==> config.mk <==
export PLATFORM = sky130hd
export DESIGN_NAME = ptp_timer
export DESIGN_NICKNAME = d
export VERILOG_FILES = /design/src/verilog/ptp_pkg.sv /design/src/verilog/ptp_timer.sv
export VERILOG_INCLUDE_DIRS = /design/src /design/src/verilog
export SDC_FILE = /design/constraint.sdc
export NUM_CORES = 1
export LEC_CHECK = 0
export ABC_CLOCK_PERIOD_IN_PS = 8000
export BUFFER_PORTS_ARGS = -buffer_cell sky130_fd_sc_hd__buf_2
export CAP_MARGIN = 0
export CORE_MARGIN = 2
export CORE_UTILIZATION = 30
export DETAILED_ROUTE_END_ITERATION = 10
export MAX_ROUTING_LAYER = met4
export SETUP_SLACK_MARGIN = 0.3
export SLEW_MARGIN = 20
export SYNTH_ARGS = -nofsm -noshare
export SYNTH_HDL_FRONTEND = slang
export SYNTH_SLANG_ARGS = --single-unit
==> constraint.sdc <==
create_clock -name clock -period 8 [get_ports clock]
set_input_delay 0.8 -clock clock [delete_from_list [all_inputs] [get_ports clock]]
set_output_delay 0.8 -clock clock [all_outputs]
set_load 0.1 [all_outputs]
==> src/verilog/ptp_cfg.svh <==
// Purpose: offsets, field codes, reset values and segment counts of the timer block
// Assumes: word-indexed register port, 16-bit data
// Notes: definitions only
`ifndef PTP_CFG_SVH
`define PTP_CFG_SVH

// ************************************************************
// register indices
// ************************************************************
`define PTP_A_CTRL 5'h00
`define PTP_A_STATE 5'h01
`define PTP_A_PRISP 5'h02
`define PTP_A_ALTSP 5'h03
`define PTP_A_DUR 5'h04
`define PTP_A_BAND 5'h05
`define PTP_A_SSLIM 5'h06
`define PTP_A_SSREL 5'h07
`define PTP_A_DRATE 5'h08
`define PTP_A_ELAPSED 5'h09
`define PTP_A_WSP 5'h0A
// segment block: bit 4 set, pair in [3:2], field in [1:0]
`define PTP_SEG_BIT 4
`define PTP_F_TGT 2'h0
`define PTP_F_RATE 2'h1
`define PTP_F_DWELL 2'h2

// ************************************************************
// reset values
// ************************************************************
`define PTP_CTRL_W 9
`define PTP_CTRL_RST 9'h004
`define PTP_DATA_RST 16'h0000
`define PTP_LIMIT_FULL 16'hFFFF

// ************************************************************
// segment counts
// ************************************************************
`define PTP_PAIRS 4
`define PTP_LAST_SEG 4'h7
`define PTP_FINAL_SEG 4'h8

`endif

==> src/verilog/ptp_pkg.sv <==
// Purpose: types shared by the timer block
// Assumes: ptp_cfg.svh for widths
// Notes: enum codes are the software-visible encodings
`include "ptp_cfg.svh"
package ptp_pkg;
    // timer behaviour selector
    typedef enum logic [1:0] {
        MD_DWELL = 2'h0, MD_DELAY = 2'h1, MD_SOFT = 2'h2, MD_PROG = 2'h3
    } ptp_mode_e;
    // what the end state does
    typedef enum logic [1:0] {
        EA_OFF = 2'h0, EA_DWELL = 2'h1, EA_ALT = 2'h2, EA_RESET = 2'h3
    } ptp_end_e;
    // how a program starts and recovers
    typedef enum logic [1:0] {
        SV_SP = 2'h0, SV_PV = 2'h1, SV_SPRB = 2'h2, SV_PVRB = 2'h3
    } ptp_servo_e;
    // timer state, gray along reset-run-hold-end
    typedef enum logic [1:0] {
        ST_RESET = 2'h0, ST_RUN = 2'h1, ST_HOLD = 2'h3, ST_END = 2'h2
    } ptp_state_e;
    // control word layout, msb first
    typedef struct packed {
        logic spSel;
        logic rampEn;
        logic bandOff;
        ptp_servo_e servo;
        ptp_end_e endAct;
        ptp_mode_e mode;
    } ptp_ctrl_s;
endpackage

==> src/verilog/ptp_timer.sv <==
// Purpose: dwell, delay, soft start timer and 8-segment programmer
// Assumes: tick, commands and temperature are on the clock domain
// Notes: all durations count tick strobes
`timescale 1ns/1ps
`include "ptp_cfg.svh"

module ptp_timer #(
    parameter int DW = 16,
    parameter int AW = 5
) (
    // clock and reset
    input wire logic clock,
    input wire logic rst,
    // timebase and supply recovery
    input wire logic tick,
    input wire logic powerRestore,
    // operator key commands, one-cycle pulses
    input wire logic runCmd,
    input wire logic holdCmd,
    input wire logic resetCmd,
    // control loop feedback
    input wire logic [DW-1:0] measuredTemperature,
    // register port
    input wire logic [AW-1:0] regAddr,
    input wire logic [DW-1:0] regWdata,
    input wire logic regWr,
    input wire logic regRd,
    output logic [DW-1:0] regRdata,
    // control loop drive
    output logic [DW-1:0] workingSetpoint,
    output logic heatCoolEnable,
    output logic powerLimitActive,
    output logic [DW-1:0] softstartPowerLimit,
    // indicators and state
    output logic runLamp,
    output logic alternateSetpointLamp,
    output ptp_pkg::ptp_state_e timerState
);

    // ************************************************************
    // register file
    // ************************************************************
    ptp_pkg::ptp_ctrl_s ctrl_ff; // mode, end action, servo, flags
    logic [DW-1:0] priSp_ff; // primary_setpoint
    logic [DW-1:0] altSp_ff; // alternate_setpoint
    logic [DW-1:0] dur_ff; // dwell, delay or soft start length
    logic [DW-1:0] band_ff; // dwell_start_band
    logic [DW-1:0] ssLim_ff; // softstart_power_limit
    logic [DW-1:0] ssRel_ff; // softstart_release_temp
    logic [DW-1:0] dRate_ff; // dwell-mode setpoint ramp rate
    logic [DW-1:0] segTgt [`PTP_PAIRS]; // segment_target_setpoint
    logic [DW-1:0] segRate [`PTP_PAIRS]; // ramp rate, zero is off
    logic [DW-1:0] segDwell [`PTP_PAIRS]; // dwell length in ticks
    logic [DW-1:0] rdata_ff;

    // write decode
    wire logic isSeg = regAddr[`PTP_SEG_BIT];
    wire logic wrCtrl = regWr && regAddr == `PTP_A_CTRL;
    wire logic wrState = regWr && regAddr == `PTP_A_STATE;

    // plain setting registers
    always_ff @(posedge clock) begin
        if (rst) begin
            ctrl_ff <= ptp_pkg::ptp_ctrl_s'(`PTP_CTRL_RST);
            priSp_ff <= `PTP_DATA_RST;
            altSp_ff <= `PTP_DATA_RST;
            dur_ff <= `PTP_DATA_RST;
            band_ff <= `PTP_DATA_RST;
            ssLim_ff <= `PTP_DATA_RST;
            ssRel_ff <= `PTP_DATA_RST;
            dRate_ff <= `PTP_DATA_RST;
        end else if (regWr && !isSeg) begin
            case (regAddr)
                `PTP_A_CTRL: ctrl_ff <=
                    ptp_pkg::ptp_ctrl_s'(regWdata[`PTP_CTRL_W-1:0]);
                `PTP_A_PRISP: priSp_ff <= regWdata;
                `PTP_A_ALTSP: altSp_ff <= regWdata;
                `PTP_A_DUR: dur_ff <= regWdata;
                `PTP_A_BAND: band_ff <= regWdata;
                `PTP_A_SSLIM: ssLim_ff <= regWdata;
                `PTP_A_SSREL: ssRel_ff <= regWdata;
                `PTP_A_DRATE: dRate_ff <= regWdata;
                default: ; // state and read-only words
            endcase
        end
    end

    // one group of three words per ramp and dwell pair
    for (genvar g = 0; g < `PTP_PAIRS; g++) begin : gSeg
        wire logic hit = regWr && isSeg && regAddr[3:2] == 2'(g);
        always_ff @(posedge clock) begin
            if (rst) begin
                segTgt[g] <= `PTP_DATA_RST;
                segRate[g] <= `PTP_DATA_RST;
                segDwell[g] <= `PTP_DATA_RST;
            end else if (hit) begin
                if (regAddr[1:0] == `PTP_F_TGT) begin
                    segTgt[g] <= regWdata;
                end
                if (regAddr[1:0] == `PTP_F_RATE) begin
                    segRate[g] <= regWdata;
                end
                if (regAddr[1:0] == `PTP_F_DWELL) begin
                    segDwell[g] <= regWdata;
                end
            end
        end
    end

    // ************************************************************
    // commands
    // ************************************************************
    ptp_pkg::ptp_state_e state_ff, nxt_state;
    logic pwrPend_ff; // first cycle after reset counts as power-up
    logic [DW-1:0] sp_ff, nxt_sp;
    logic [DW-1:0] count_ff, nxt_count;
    logic [3:0] seg_ff, nxt_seg;

    // state register writes act like the keys
    wire logic [1:0] wCode = regWdata[1:0];
    wire logic cReset = resetCmd ||
        (wrState && wCode == ptp_pkg::ST_RESET);
    wire logic cRun = runCmd || (wrState && wCode == ptp_pkg::ST_RUN);
    wire logic cHold = holdCmd ||
        (wrState && wCode == ptp_pkg::ST_HOLD);
    wire logic powerEvt = pwrPend_ff || powerRestore;

    // mode decode, exactly one is true
    wire logic mDwell = ctrl_ff.mode == ptp_pkg::MD_DWELL;
    wire logic mDelay = ctrl_ff.mode == ptp_pkg::MD_DELAY;
    wire logic mSoft = ctrl_ff.mode == ptp_pkg::MD_SOFT;
    wire logic mProg = ctrl_ff.mode == ptp_pkg::MD_PROG;
    wire logic eOff = ctrl_ff.endAct == ptp_pkg::EA_OFF;
    wire logic eAlt = ctrl_ff.endAct == ptp_pkg::EA_ALT;
    wire logic rebound = ctrl_ff.servo[1];
    wire logic fromPv = ctrl_ff.servo == ptp_pkg::SV_PV ||
        ctrl_ff.servo == ptp_pkg::SV_PVRB;
    wire logic isRun = state_ff == ptp_pkg::ST_RUN;

    // ************************************************************
    // segment and timing decode
    // ************************************************************
    wire logic [1:0] pair = seg_ff[2:1];
    wire logic segDwellPh = seg_ff[0]; // odd segments are dwells
    wire logic segFinal = seg_ff == `PTP_FINAL_SEG;
    wire logic [DW-1:0] pv = measuredTemperature;
    wire logic [DW-1:0] gap = pv > sp_ff ? pv - sp_ff : sp_ff - pv;
    // band gate, bypassed when set to off
    wire logic inBand = ctrl_ff.bandOff || gap <= band_ff;
    wire logic [DW-1:0] durSel = mProg ? segDwell[pair] : dur_ff;
    wire logic countDone = count_ff >= durSel; // live length

    // ramp target and rate for the present phase
    logic [DW-1:0] tgt, rate;
    always_comb begin
        tgt = priSp_ff;
        rate = '0;
        if (mProg) begin
            if (segFinal) begin
                tgt = altSp_ff; // last rate toward alternate
                rate = segRate[`PTP_PAIRS-1];
            end else if (segDwellPh) begin
                tgt = sp_ff; // dwell holds the target
            end else begin
                tgt = segTgt[pair];
                rate = segRate[pair];
            end
        end else if (mDwell && ctrl_ff.rampEn) begin
            rate = dRate_ff;
        end
    end

    // move toward target by rate, zero rate steps at once
    function automatic logic [DW-1:0] stepTo(
        input logic [DW-1:0] cur,
        input logic [DW-1:0] dst,
        input logic [DW-1:0] r
    );
        logic [DW-1:0] d;
        d = cur < dst ? dst - cur : cur - dst;
        if (r == '0 || d <= r) begin
            return dst;
        end
        return cur < dst ? cur + r : cur - r;
    endfunction

    // rate applies once per tick only
    wire logic [DW-1:0] stepped = (tick || rate == '0) ?
        stepTo(sp_ff, tgt, rate) : sp_ff;
    wire logic atTgt = sp_ff == tgt;

    // counting permission per mode
    logic canCount, finish, segAdv;
    always_comb begin
        canCount = 1'b1;
        finish = 1'b0;
        segAdv = 1'b0;
        unique case (ctrl_ff.mode)
            ptp_pkg::MD_DWELL: begin
                // ramp first, then band
                canCount = atTgt && inBand;
                finish = atTgt && countDone;
            end
            ptp_pkg::MD_DELAY: finish = countDone;
            ptp_pkg::MD_SOFT: begin
                // first of release temperature or time
                finish = countDone || pv >= ssRel_ff;
            end
            ptp_pkg::MD_PROG: begin
                canCount = segDwellPh && !segFinal && inBand;
                if (segFinal) begin
                    finish = atTgt;
                end else begin
                    segAdv = segDwellPh ? countDone : atTgt;
                    finish = segAdv && seg_ff == `PTP_LAST_SEG && !eAlt;
                end
            end
        endcase
    end

    // ************************************************************
    // state machine
    // ************************************************************
    // reset first, then run, hold, power-up, timeout
    always_comb begin
        nxt_state = state_ff;
        if (cReset) begin
            nxt_state = ptp_pkg::ST_RESET;
        end else if (cRun && !isRun) begin
            nxt_state = ptp_pkg::ST_RUN; // also from end
        end else if (cHold && isRun) begin
            nxt_state = ptp_pkg::ST_HOLD;
        end else if (powerEvt) begin
            // delay and soft start run at power-up
            if (mDelay || mSoft || (mProg && rebound)) begin
                nxt_state = ptp_pkg::ST_RUN;
            end else begin
                nxt_state = ptp_pkg::ST_RESET;
            end
        end else if (isRun && finish) begin
            nxt_state = ptp_pkg::ST_END;
        end
    end

    wire logic goRun = nxt_state == ptp_pkg::ST_RUN;
    wire logic resume = goRun && powerEvt && mProg && rebound &&
        !cRun && !cReset;
    // restart from zero, not a resume from hold
    wire logic fresh = goRun && !resume && (!isRun &&
        state_ff != ptp_pkg::ST_HOLD || (powerEvt && !mProg && !cRun));
    wire logic goReset = nxt_state == ptp_pkg::ST_RESET &&
        (state_ff != ptp_pkg::ST_RESET || powerEvt);
    wire logic goEnd = nxt_state == ptp_pkg::ST_END && isRun;

    // ************************************************************
    // setpoint, count and segment next values
    // ************************************************************
    always_comb begin
        nxt_sp = sp_ff;
        if (goReset) begin
            // reset selects primary; recovery may pick alternate
            nxt_sp = (powerEvt && ctrl_ff.spSel) ? altSp_ff : priSp_ff;
        end else if (resume) begin
            nxt_sp = fromPv ? pv : sp_ff;
        end else if (fresh) begin
            if (mProg) begin
                nxt_sp = fromPv ? pv : sp_ff;
            end else if (!(mDwell && ctrl_ff.rampEn)) begin
                nxt_sp = priSp_ff; // target setpoint
            end
        end else if (goEnd) begin
            unique case (ctrl_ff.endAct)
                ptp_pkg::EA_OFF: nxt_sp = sp_ff;
                ptp_pkg::EA_DWELL: nxt_sp = mProg ? sp_ff : priSp_ff;
                ptp_pkg::EA_ALT: nxt_sp = altSp_ff;
                ptp_pkg::EA_RESET: nxt_sp = priSp_ff;
            endcase
        end else if (isRun && goRun) begin
            nxt_sp = stepped;
        end
    end

    // elapsed ticks; a done count waits for the end step
    always_comb begin
        nxt_count = count_ff;
        if (fresh || (isRun && segAdv)) begin
            nxt_count = '0;
        end else if (isRun && goRun && tick && canCount &&
                     !countDone) begin
            nxt_count = count_ff + 1'b1;
        end
    end

    // segment index; final approach only for alternate end
    always_comb begin
        nxt_seg = seg_ff;
        if (fresh) begin
            nxt_seg = '0;
        end else if (isRun && goRun && segAdv) begin
            nxt_seg = seg_ff + 1'b1;
        end
    end

    // ************************************************************
    // output next values
    // ************************************************************
    logic nxt_heat;
    always_comb begin
        unique case (nxt_state)
            ptp_pkg::ST_RESET: nxt_heat = !eOff && !mDelay;
            ptp_pkg::ST_RUN: nxt_heat = !mDelay;
            ptp_pkg::ST_HOLD: nxt_heat = !mDelay;
            ptp_pkg::ST_END: nxt_heat = mDelay || !eOff;
        endcase
    end
    wire logic nxt_lim = nxt_state == ptp_pkg::ST_RUN && mSoft;
    logic flash_ff; // hold blink, one tick per phase
    wire logic nxt_flash = tick ? !flash_ff : flash_ff;
    // steady, flashing or dark
    wire logic nxt_runLamp = nxt_state == ptp_pkg::ST_RUN ||
        (nxt_state == ptp_pkg::ST_HOLD && nxt_flash);
    wire logic nxt_altLamp = nxt_state == ptp_pkg::ST_END && eAlt;

    // timer state registers
    always_ff @(posedge clock) begin
        if (rst) begin
            state_ff <= ptp_pkg::ST_RESET;
            pwrPend_ff <= 1'b1;
            sp_ff <= `PTP_DATA_RST;
            count_ff <= `PTP_DATA_RST;
            seg_ff <= '0;
        end else begin
            state_ff <= nxt_state;
            pwrPend_ff <= 1'b0;
            sp_ff <= nxt_sp;
            count_ff <= nxt_count;
            seg_ff <= nxt_seg;
        end
    end

    // driven outputs, registered to stay glitch free
    always_ff @(posedge clock) begin
        if (rst) begin
            heatCoolEnable <= 1'b0;
            powerLimitActive <= 1'b0;
            flash_ff <= 1'b0;
            runLamp <= 1'b0;
            alternateSetpointLamp <= 1'b0;
        end else begin
            heatCoolEnable <= nxt_heat;
            powerLimitActive <= nxt_lim;
            flash_ff <= nxt_flash;
            runLamp <= nxt_runLamp;
            alternateSetpointLamp <= nxt_altLamp;
        end
    end

    // ************************************************************
    // read port, data in the cycle after the strobe
    // ************************************************************
    logic [DW-1:0] rdMux;
    always_comb begin
        rdMux = '0; // unmapped words read zero
        if (isSeg) begin
            unique case (regAddr[1:0])
                `PTP_F_TGT: rdMux = segTgt[regAddr[3:2]];
                `PTP_F_RATE: rdMux = segRate[regAddr[3:2]];
                `PTP_F_DWELL: rdMux = segDwell[regAddr[3:2]];
                default: rdMux = '0;
            endcase
        end else begin
            case (regAddr)
                `PTP_A_CTRL: rdMux = DW'(ctrl_ff);
                `PTP_A_STATE: rdMux = DW'(state_ff);
                `PTP_A_PRISP: rdMux = priSp_ff;
                `PTP_A_ALTSP: rdMux = altSp_ff;
                `PTP_A_DUR: rdMux = dur_ff;
                `PTP_A_BAND: rdMux = band_ff;
                `PTP_A_SSLIM: rdMux = ssLim_ff;
                `PTP_A_SSREL: rdMux = ssRel_ff;
                `PTP_A_DRATE: rdMux = dRate_ff;
                `PTP_A_ELAPSED: rdMux = count_ff;
                `PTP_A_WSP: rdMux = sp_ff;
                default: rdMux = '0;
            endcase
        end
    end

    always_ff @(posedge clock) begin
        if (rst) begin
            rdata_ff <= `PTP_DATA_RST;
        end else if (regRd) begin
            rdata_ff <= rdMux;
        end
    end

    assign regRdata = rdata_ff;
    assign workingSetpoint = sp_ff;
    assign timerState = state_ff;
    // full power unless the soft start clamp is active
    assign softstartPowerLimit = powerLimitActive ? ssLim_ff :
        `PTP_LIMIT_FULL;
endmodule

==> flow_metrics.tcl, run 1 <==
set metrics [dict create \
    nNetsFinal 3004 \
    final-hold-violation-count 0 \
    drtIter0Drc 3253 \
    cp_top_family "compound AO/OA/AOI/OAI gates" \
    crit_cells 26 \
    max-slew-margin-rel_pct 25.3 \
    required_ps 8480 \
    ys_seq_elements 375 \
    tightestPinTransition_ps 1120 \
    htree_levels 2 \
    viasPerCell 5.73 \
    fin_crit_ps 7250 \
    rows 107 \
    post_cts_buffers 0 \
    syn_to_final_growth_pct 12.8 \
    start_kind "flop" \
    wl_per_cell_um 26.3 \
    syn_area_um2 25700 \
    crit_type "flop to flop" \
    synth_cell_types 87 \
    placed_cell_area_um2 27500 \
    fin_area_um2 29000 \
    synth_nets 2982 \
    grt_overflow 0 \
    power_mw 5.68 \
    cap_viol_max_count 0 \
    cts_tree "done" \
    drc 0 \
    ctsResizeCount 0 \
    ctsHoldBuffers 0 \
    fmax_mhz 138 \
    initial_core_util_pct 30.2 \
    critPathBufInv 3 \
    gp_congestion 1.02 \
    synthCells 2782 \
    p_leak_nw 10.6 \
    io_pins 100 \
    p_per_area_nw_per_um2 196 \
    clk_latency_ps 610 \
    synth.avg_cell_area_um2 9.25 \
    crit_top_cell "mux2i_1" \
    synth_warnings 0 \
    cp_slowest_stage_delay_ps 650 \
    synth_top_area_share_pct 22.4 \
    cts_buffers 44 \
    path_clk_slew_ps 60 \
    min_path_cells 2 \
    critPathSlowestCell "dfxtp_4" \
    drive_gt1_share_pct 14.0 \
    antenna_found_initial 5 \
    fin_crit_sh_pct 90.7 \
    holdWs_ps 443 \
    cts.sinks 375 \
    dp_hpwl_um 75500 \
    r2r_cells 26 \
    synth.area.top_cells "edfxtp_1, dfxtp_1, mux4_2" \
    synth-edff-count 192 \
    die_h_um 297 \
    critPathCaptureType "flop" \
    synth_commonest_cells "nand2_1, a21oi_1, and2_1" \
    ant_nets 0 \
    vdd_ir_drop_max_uv 133 \
    drt_wl_total_um 105000 \
    drtPass1Iterations 8 \
    die-area_um2 88100 \
    finalSetupViolCount 0 \
    cts_buffer_depth 3 \
    grt_start_max_net_pins 97 \
    die_w_um 297 \
    via_count 22800 \
    arrival_ps 7730 \
    maxSlewViolCount 0 \
    core_um2 85100 \
    rsz0062_at_grt "no" \
    track_usage_pct 23.6 \
    io_buffers 99 \
    grt_pass1_wl_um 151000 \
    cp_max_fo 23 \
    yosysSeqAreaShare_pct 36.6 \
    cts_root_buf "clkbuf_16" \
    synth_top_flop_cell "edfxtp_1" \
    fin_setup_tns_ps 0 \
    status "completed" \
    worst_clock_skew_ps 25.4 \
    synth_top_area_cell "edfxtp_1" \
    hp-class "primary input to flop" \
    synth.most_common_cell "nand2_1" \
    grt_pass1_vias 21500 \
    ys_async_sr_fraction_pct 0 \
]
-- per-layer routing --
layer | wire length (um) | global-route usage (%) | up-vias
met3 | 11600 | 5.24 | 276
met5 | 0 | - | -
li1 | - | - | 10200
met4 | 5410 | 10.4 | 0
met2 | 45000 | 34.5 | 1319
met1 | 42700 | 31.2 | 11100
-- placed cells by master (no fill, tap or decap), types with 71 or more instances in the layout --
cell,Yosys,routed
o21ai_0,95,83
mux2i_1,92,92
ha_1,149,148
buf_4,2,76
inv_1,127,127
nor2_1,107,106
nand2_1,442,442
buf_2,13,99
and2_1,209,209
mux4_2,96,96
a21oi_1,233,231
edfxtp_1,192,192
nand3_1,71,71
dfxtp_1,183,181
-- kinds of logic after synthesis --
logic type	share of synthesized area (%)
compound gates	16.4
xor+xnor	2.48
fa+ha+maj	7.63
buf+inv	5.04
flops	36.6
mux	12.2
simple gates	19.6
-- state kept, by name, indices dropped and copies added, names as in the netlist, named ones only --
signal	flops
runLamp	1
pwrPend_ff	1
segRate	64
seg_ff	4
count_ff	16
dRate_ff	16
ssRel_ff	16
ctrl_ff	9
alternateSetpointLamp	1
segTgt	64
regRdata	16
flash_ff	1
powerLimitActive	1
priSp_ff	16
heatCoolEnable	1
altSp_ff	16
workingSetpoint	16
timerState	2
band_ff	16
dur_ff	16
ssLim_ff	16
segDwell	64
-- layout make-up --
class                           instances  area, um^2
Sequential cell                       375        9430
Fill cell                            8759       56100
Antenna cell                            6        15.0
Clock inverter                         22         310
Clock buffer                           58        1190
Timing Repair Buffer                  176        1090
Tap cell                             1144        1430
Inverter                              130         488
Multi-Input combinational cell       2077       15100
-- through the flow --
| stage | std cells | worst slack, ps | utilization, % |
|---|---|---|---|
| global route | 3987 | 337 | 34.1 |
| floorplan | 2782 | 1140 | - |
| finish | 3988 | 747 | 34.1 |
| global placement | 3899 | 824 | 32.3 |
| detailed placement | 3901 | 863 | 32.3 |
| CTS | 3981 | 788 | 34.1 |
-- path summary, 6_finish.rpt --
path                                start                   to  slack [ps]
worst max-delay path                 flop  workingSetpoint[13]         750
worst min-delay path                  rst          regRdata[4]         440
worst max register to register       flop  workingSetpoint[13]         750
worst min register to register  dur_ff[0]            dur_ff[0]         480
-- power breakdown --
part | internal [mW] | switching, mW | total, mW
registers | 2.09 | 0.0709 | 2.16
logic | 0.491 | 0.885 | 1.38
clock network | 1.25 | 0.885 | 2.14
No activity file was read; power rests on OpenSTA's default activity.
==> run 2: changes to the inputs <==
Settings changed: ABC_CLOCK_PERIOD_IN_PS 8000 to 6800.
Clock period 8 ns to 6.8 ns, I/O delays scaled along.
==> run 2 against run 1 <==
Compared with the run above: sequential share of layout area down 0.68 points; worst setup slack lost 230 ps; largest cell class unchanged; clock skew up 4.7 ps.
==> flow_metrics.tcl, run 2 (same netlist as run 1, synthesis figures left out) <==
set metrics [dict create \
    status "completed" \
    antenna_found_initial 6 \
    drtIter0Drc 3292 \
    r2r_cells 28 \
    p_per_area_nw_per_um2 231 \
    p_clk_share_pct 37.6 \
    gp_congestion 1.03 \
    nNetsFinal 3065 \
    crit_type "flop to flop" \
    dp_hpwl_um 77400 \
    fin_setup_tns_ps 0 \
    start_kind "flop" \
    maxSlewViolCount 0 \
    drt_wl_total_um 106000 \
    ff2ff_setup_slack_ps 520 \
    rows 107 \
    drtPass1Iterations 7 \
    die_w_um 297 \
    syn_to_final_growth_pct 15.2 \
    cp_slowest_stage_delay_ps 560 \
    p_comb_share_pct 25.2 \
    final_common_cell "nand2_1" \
    die-area_um2 88100 \
    placed_cells 3949 \
    max-slew-margin-rel_pct 22.0 \
    vdd_ir_drop_max_uv 149 \
    final-hold-violation-count 0 \
    tightestPinTransition_ps 1170 \
    hp-class "primary input to flop" \
    clk_latency_ps 610 \
    layout_common_cells "nand2_1, a21oi_1, and2_1" \
    finalSetupViolCount 0 \
    path_clk_slew_ps 60 \
    viasPerCell 5.72 \
    hp-start "rst" \
    p_seq_share_pct 37.3 \
    wl_met3_um 11400 \
    min_path_cells 2 \
    cts_buffers 45 \
    core_um2 85100 \
    grt_overflow 0 \
    fmax_mhz 159 \
    cp_max_fo 7 \
    htree_levels 2 \
    arrival_ps 6720 \
    wl_met1_um 43700 \
    top_regs "segDwell: 64 flops, segRate: 64 flops, segTgt: 64 flops" \
    wl_per_cell_um 26.2 \
    critPathCaptureType "flop" \
    worst_clock_skew_ps 30.1 \
    instances_no_fill 4047 \
    grt_start_max_net_pins 81 \
    crit_top_cell "a21oi_1" \
    cts_tree "done" \
    grt_pass1_vias 21800 \
    cap_viol_max_count 0 \
    intPower_mw 4.63 \
    fin_crit_ps 6280 \
    critPathSlowestCell "mux4_2" \
    io_pins 100 \
    track_usage_pct 23.9 \
    p_leak_nw 10.9 \
    die_h_um 297 \
    via_count 23100 \
    top_layer "met4" \
    wl_met2_um 46000 \
    drive_gt1_share_pct 16.7 \
    grt_pass1_wl_um 153000 \
    drc 0 \
    cts_root_buf "clkbuf_16" \
    power_switching_mw 2.21 \
    worstReg2RegEnd "workingSetpoint[9]" \
    initial_core_util_pct 30.2 \
    cts.sinks 375 \
    min_to "regRdata[0]" \
    switching_share_pct 32.3 \
    ant_nets 0 \
    cts_buffer_depth 3 \
    required_ps 7240 \
    fin_crit_sh_pct 92.4 \
    rsz0062_at_grt "yes" \
    io_buffers 99 \
]
[run 2: critical path: cells and delay by family (launching register included)]
kind | cells | cell delay, ps
AOI/OAI and AO/OA | 17 | 3300
xor gates and xnor gates | 1 | 160
adders and majority gates | 2 | 590
buffers and inverters | 4 | 530
DFF | 1 | 430
muxes | 1 | 560
and+or+nand+nor | 3 | 530
[run 2: metal layers]
layer | track usage [%] | vias to the layer above
li1 | - | 10300
met1 | 32.1 | 11300
met2 | 35.2 | 1308
met3 | 4.42 | 226
met4 | 10.3 | 0
met5 | - | -
[run 2: cell type report]
class                   instances  area, um^2
fillers                      8793       55500
multi-input cells            2076       15200
flip-flops and latches        375        9440
repair buffers                237        1570
well taps                    1144        1430
clock buffers                  58        1180
inverters                     130         488
clock inverters                20         340
diodes                          7        17.5
[run 2: repair_timing]
action | 4_1_cts | 5_1_grt
endpoints found under the setup margin | 15 | 17
setup buffers | 2 | 9
pin swaps | 0 | 8
hold endpoints to repair | 0 | 0
cloned | 0 | 1
hold buffers | 0 | 0
resized for setup | 8 | 34
[run 2: through the flow]
stage	util [%]	power, mW	setup WS, ps	area (um^2)	hold slack, ps
floorplan	-	3.66	314	25700	444
global placement	32.7	4.22	109	27800	458
detailed placement	32.7	4.22	60.2	27800	465
CTS	34.6	6.78	308	29400	344
global route	34.8	7.08	274	29600	368
finish	34.8	6.84	518	29600	363
[run 2: how the worst max path moves through the flow]
stage | from | endpoint | slack [ps] | depth (start not counted)
global route | flop | workingSetpoint[0] | 270 | 28
global placement | flop | workingSetpoint[9] | 110 | 27
floorplan | seg_ff[0] | workingSetpoint[10] | 310 | 34
detailed placement | flop | workingSetpoint[9] | 60 | 27
CTS | flop | workingSetpoint[4] | 310 | 29
finish | flop | workingSetpoint[9] | 520 | 28
[run 2: power groups by stage]
stage / Sequential (mW) / Combinational (mW) / Clock (mW)
floorplan: 2.68 / 0.988 / 0
global placement: 2.59 / 1.63 / 0
detailed placement: 2.59 / 1.63 / 0
CTS: 2.54 / 1.65 / 2.59
global route: 2.55 / 1.84 / 2.68
finish: 2.55 / 1.72 / 2.57
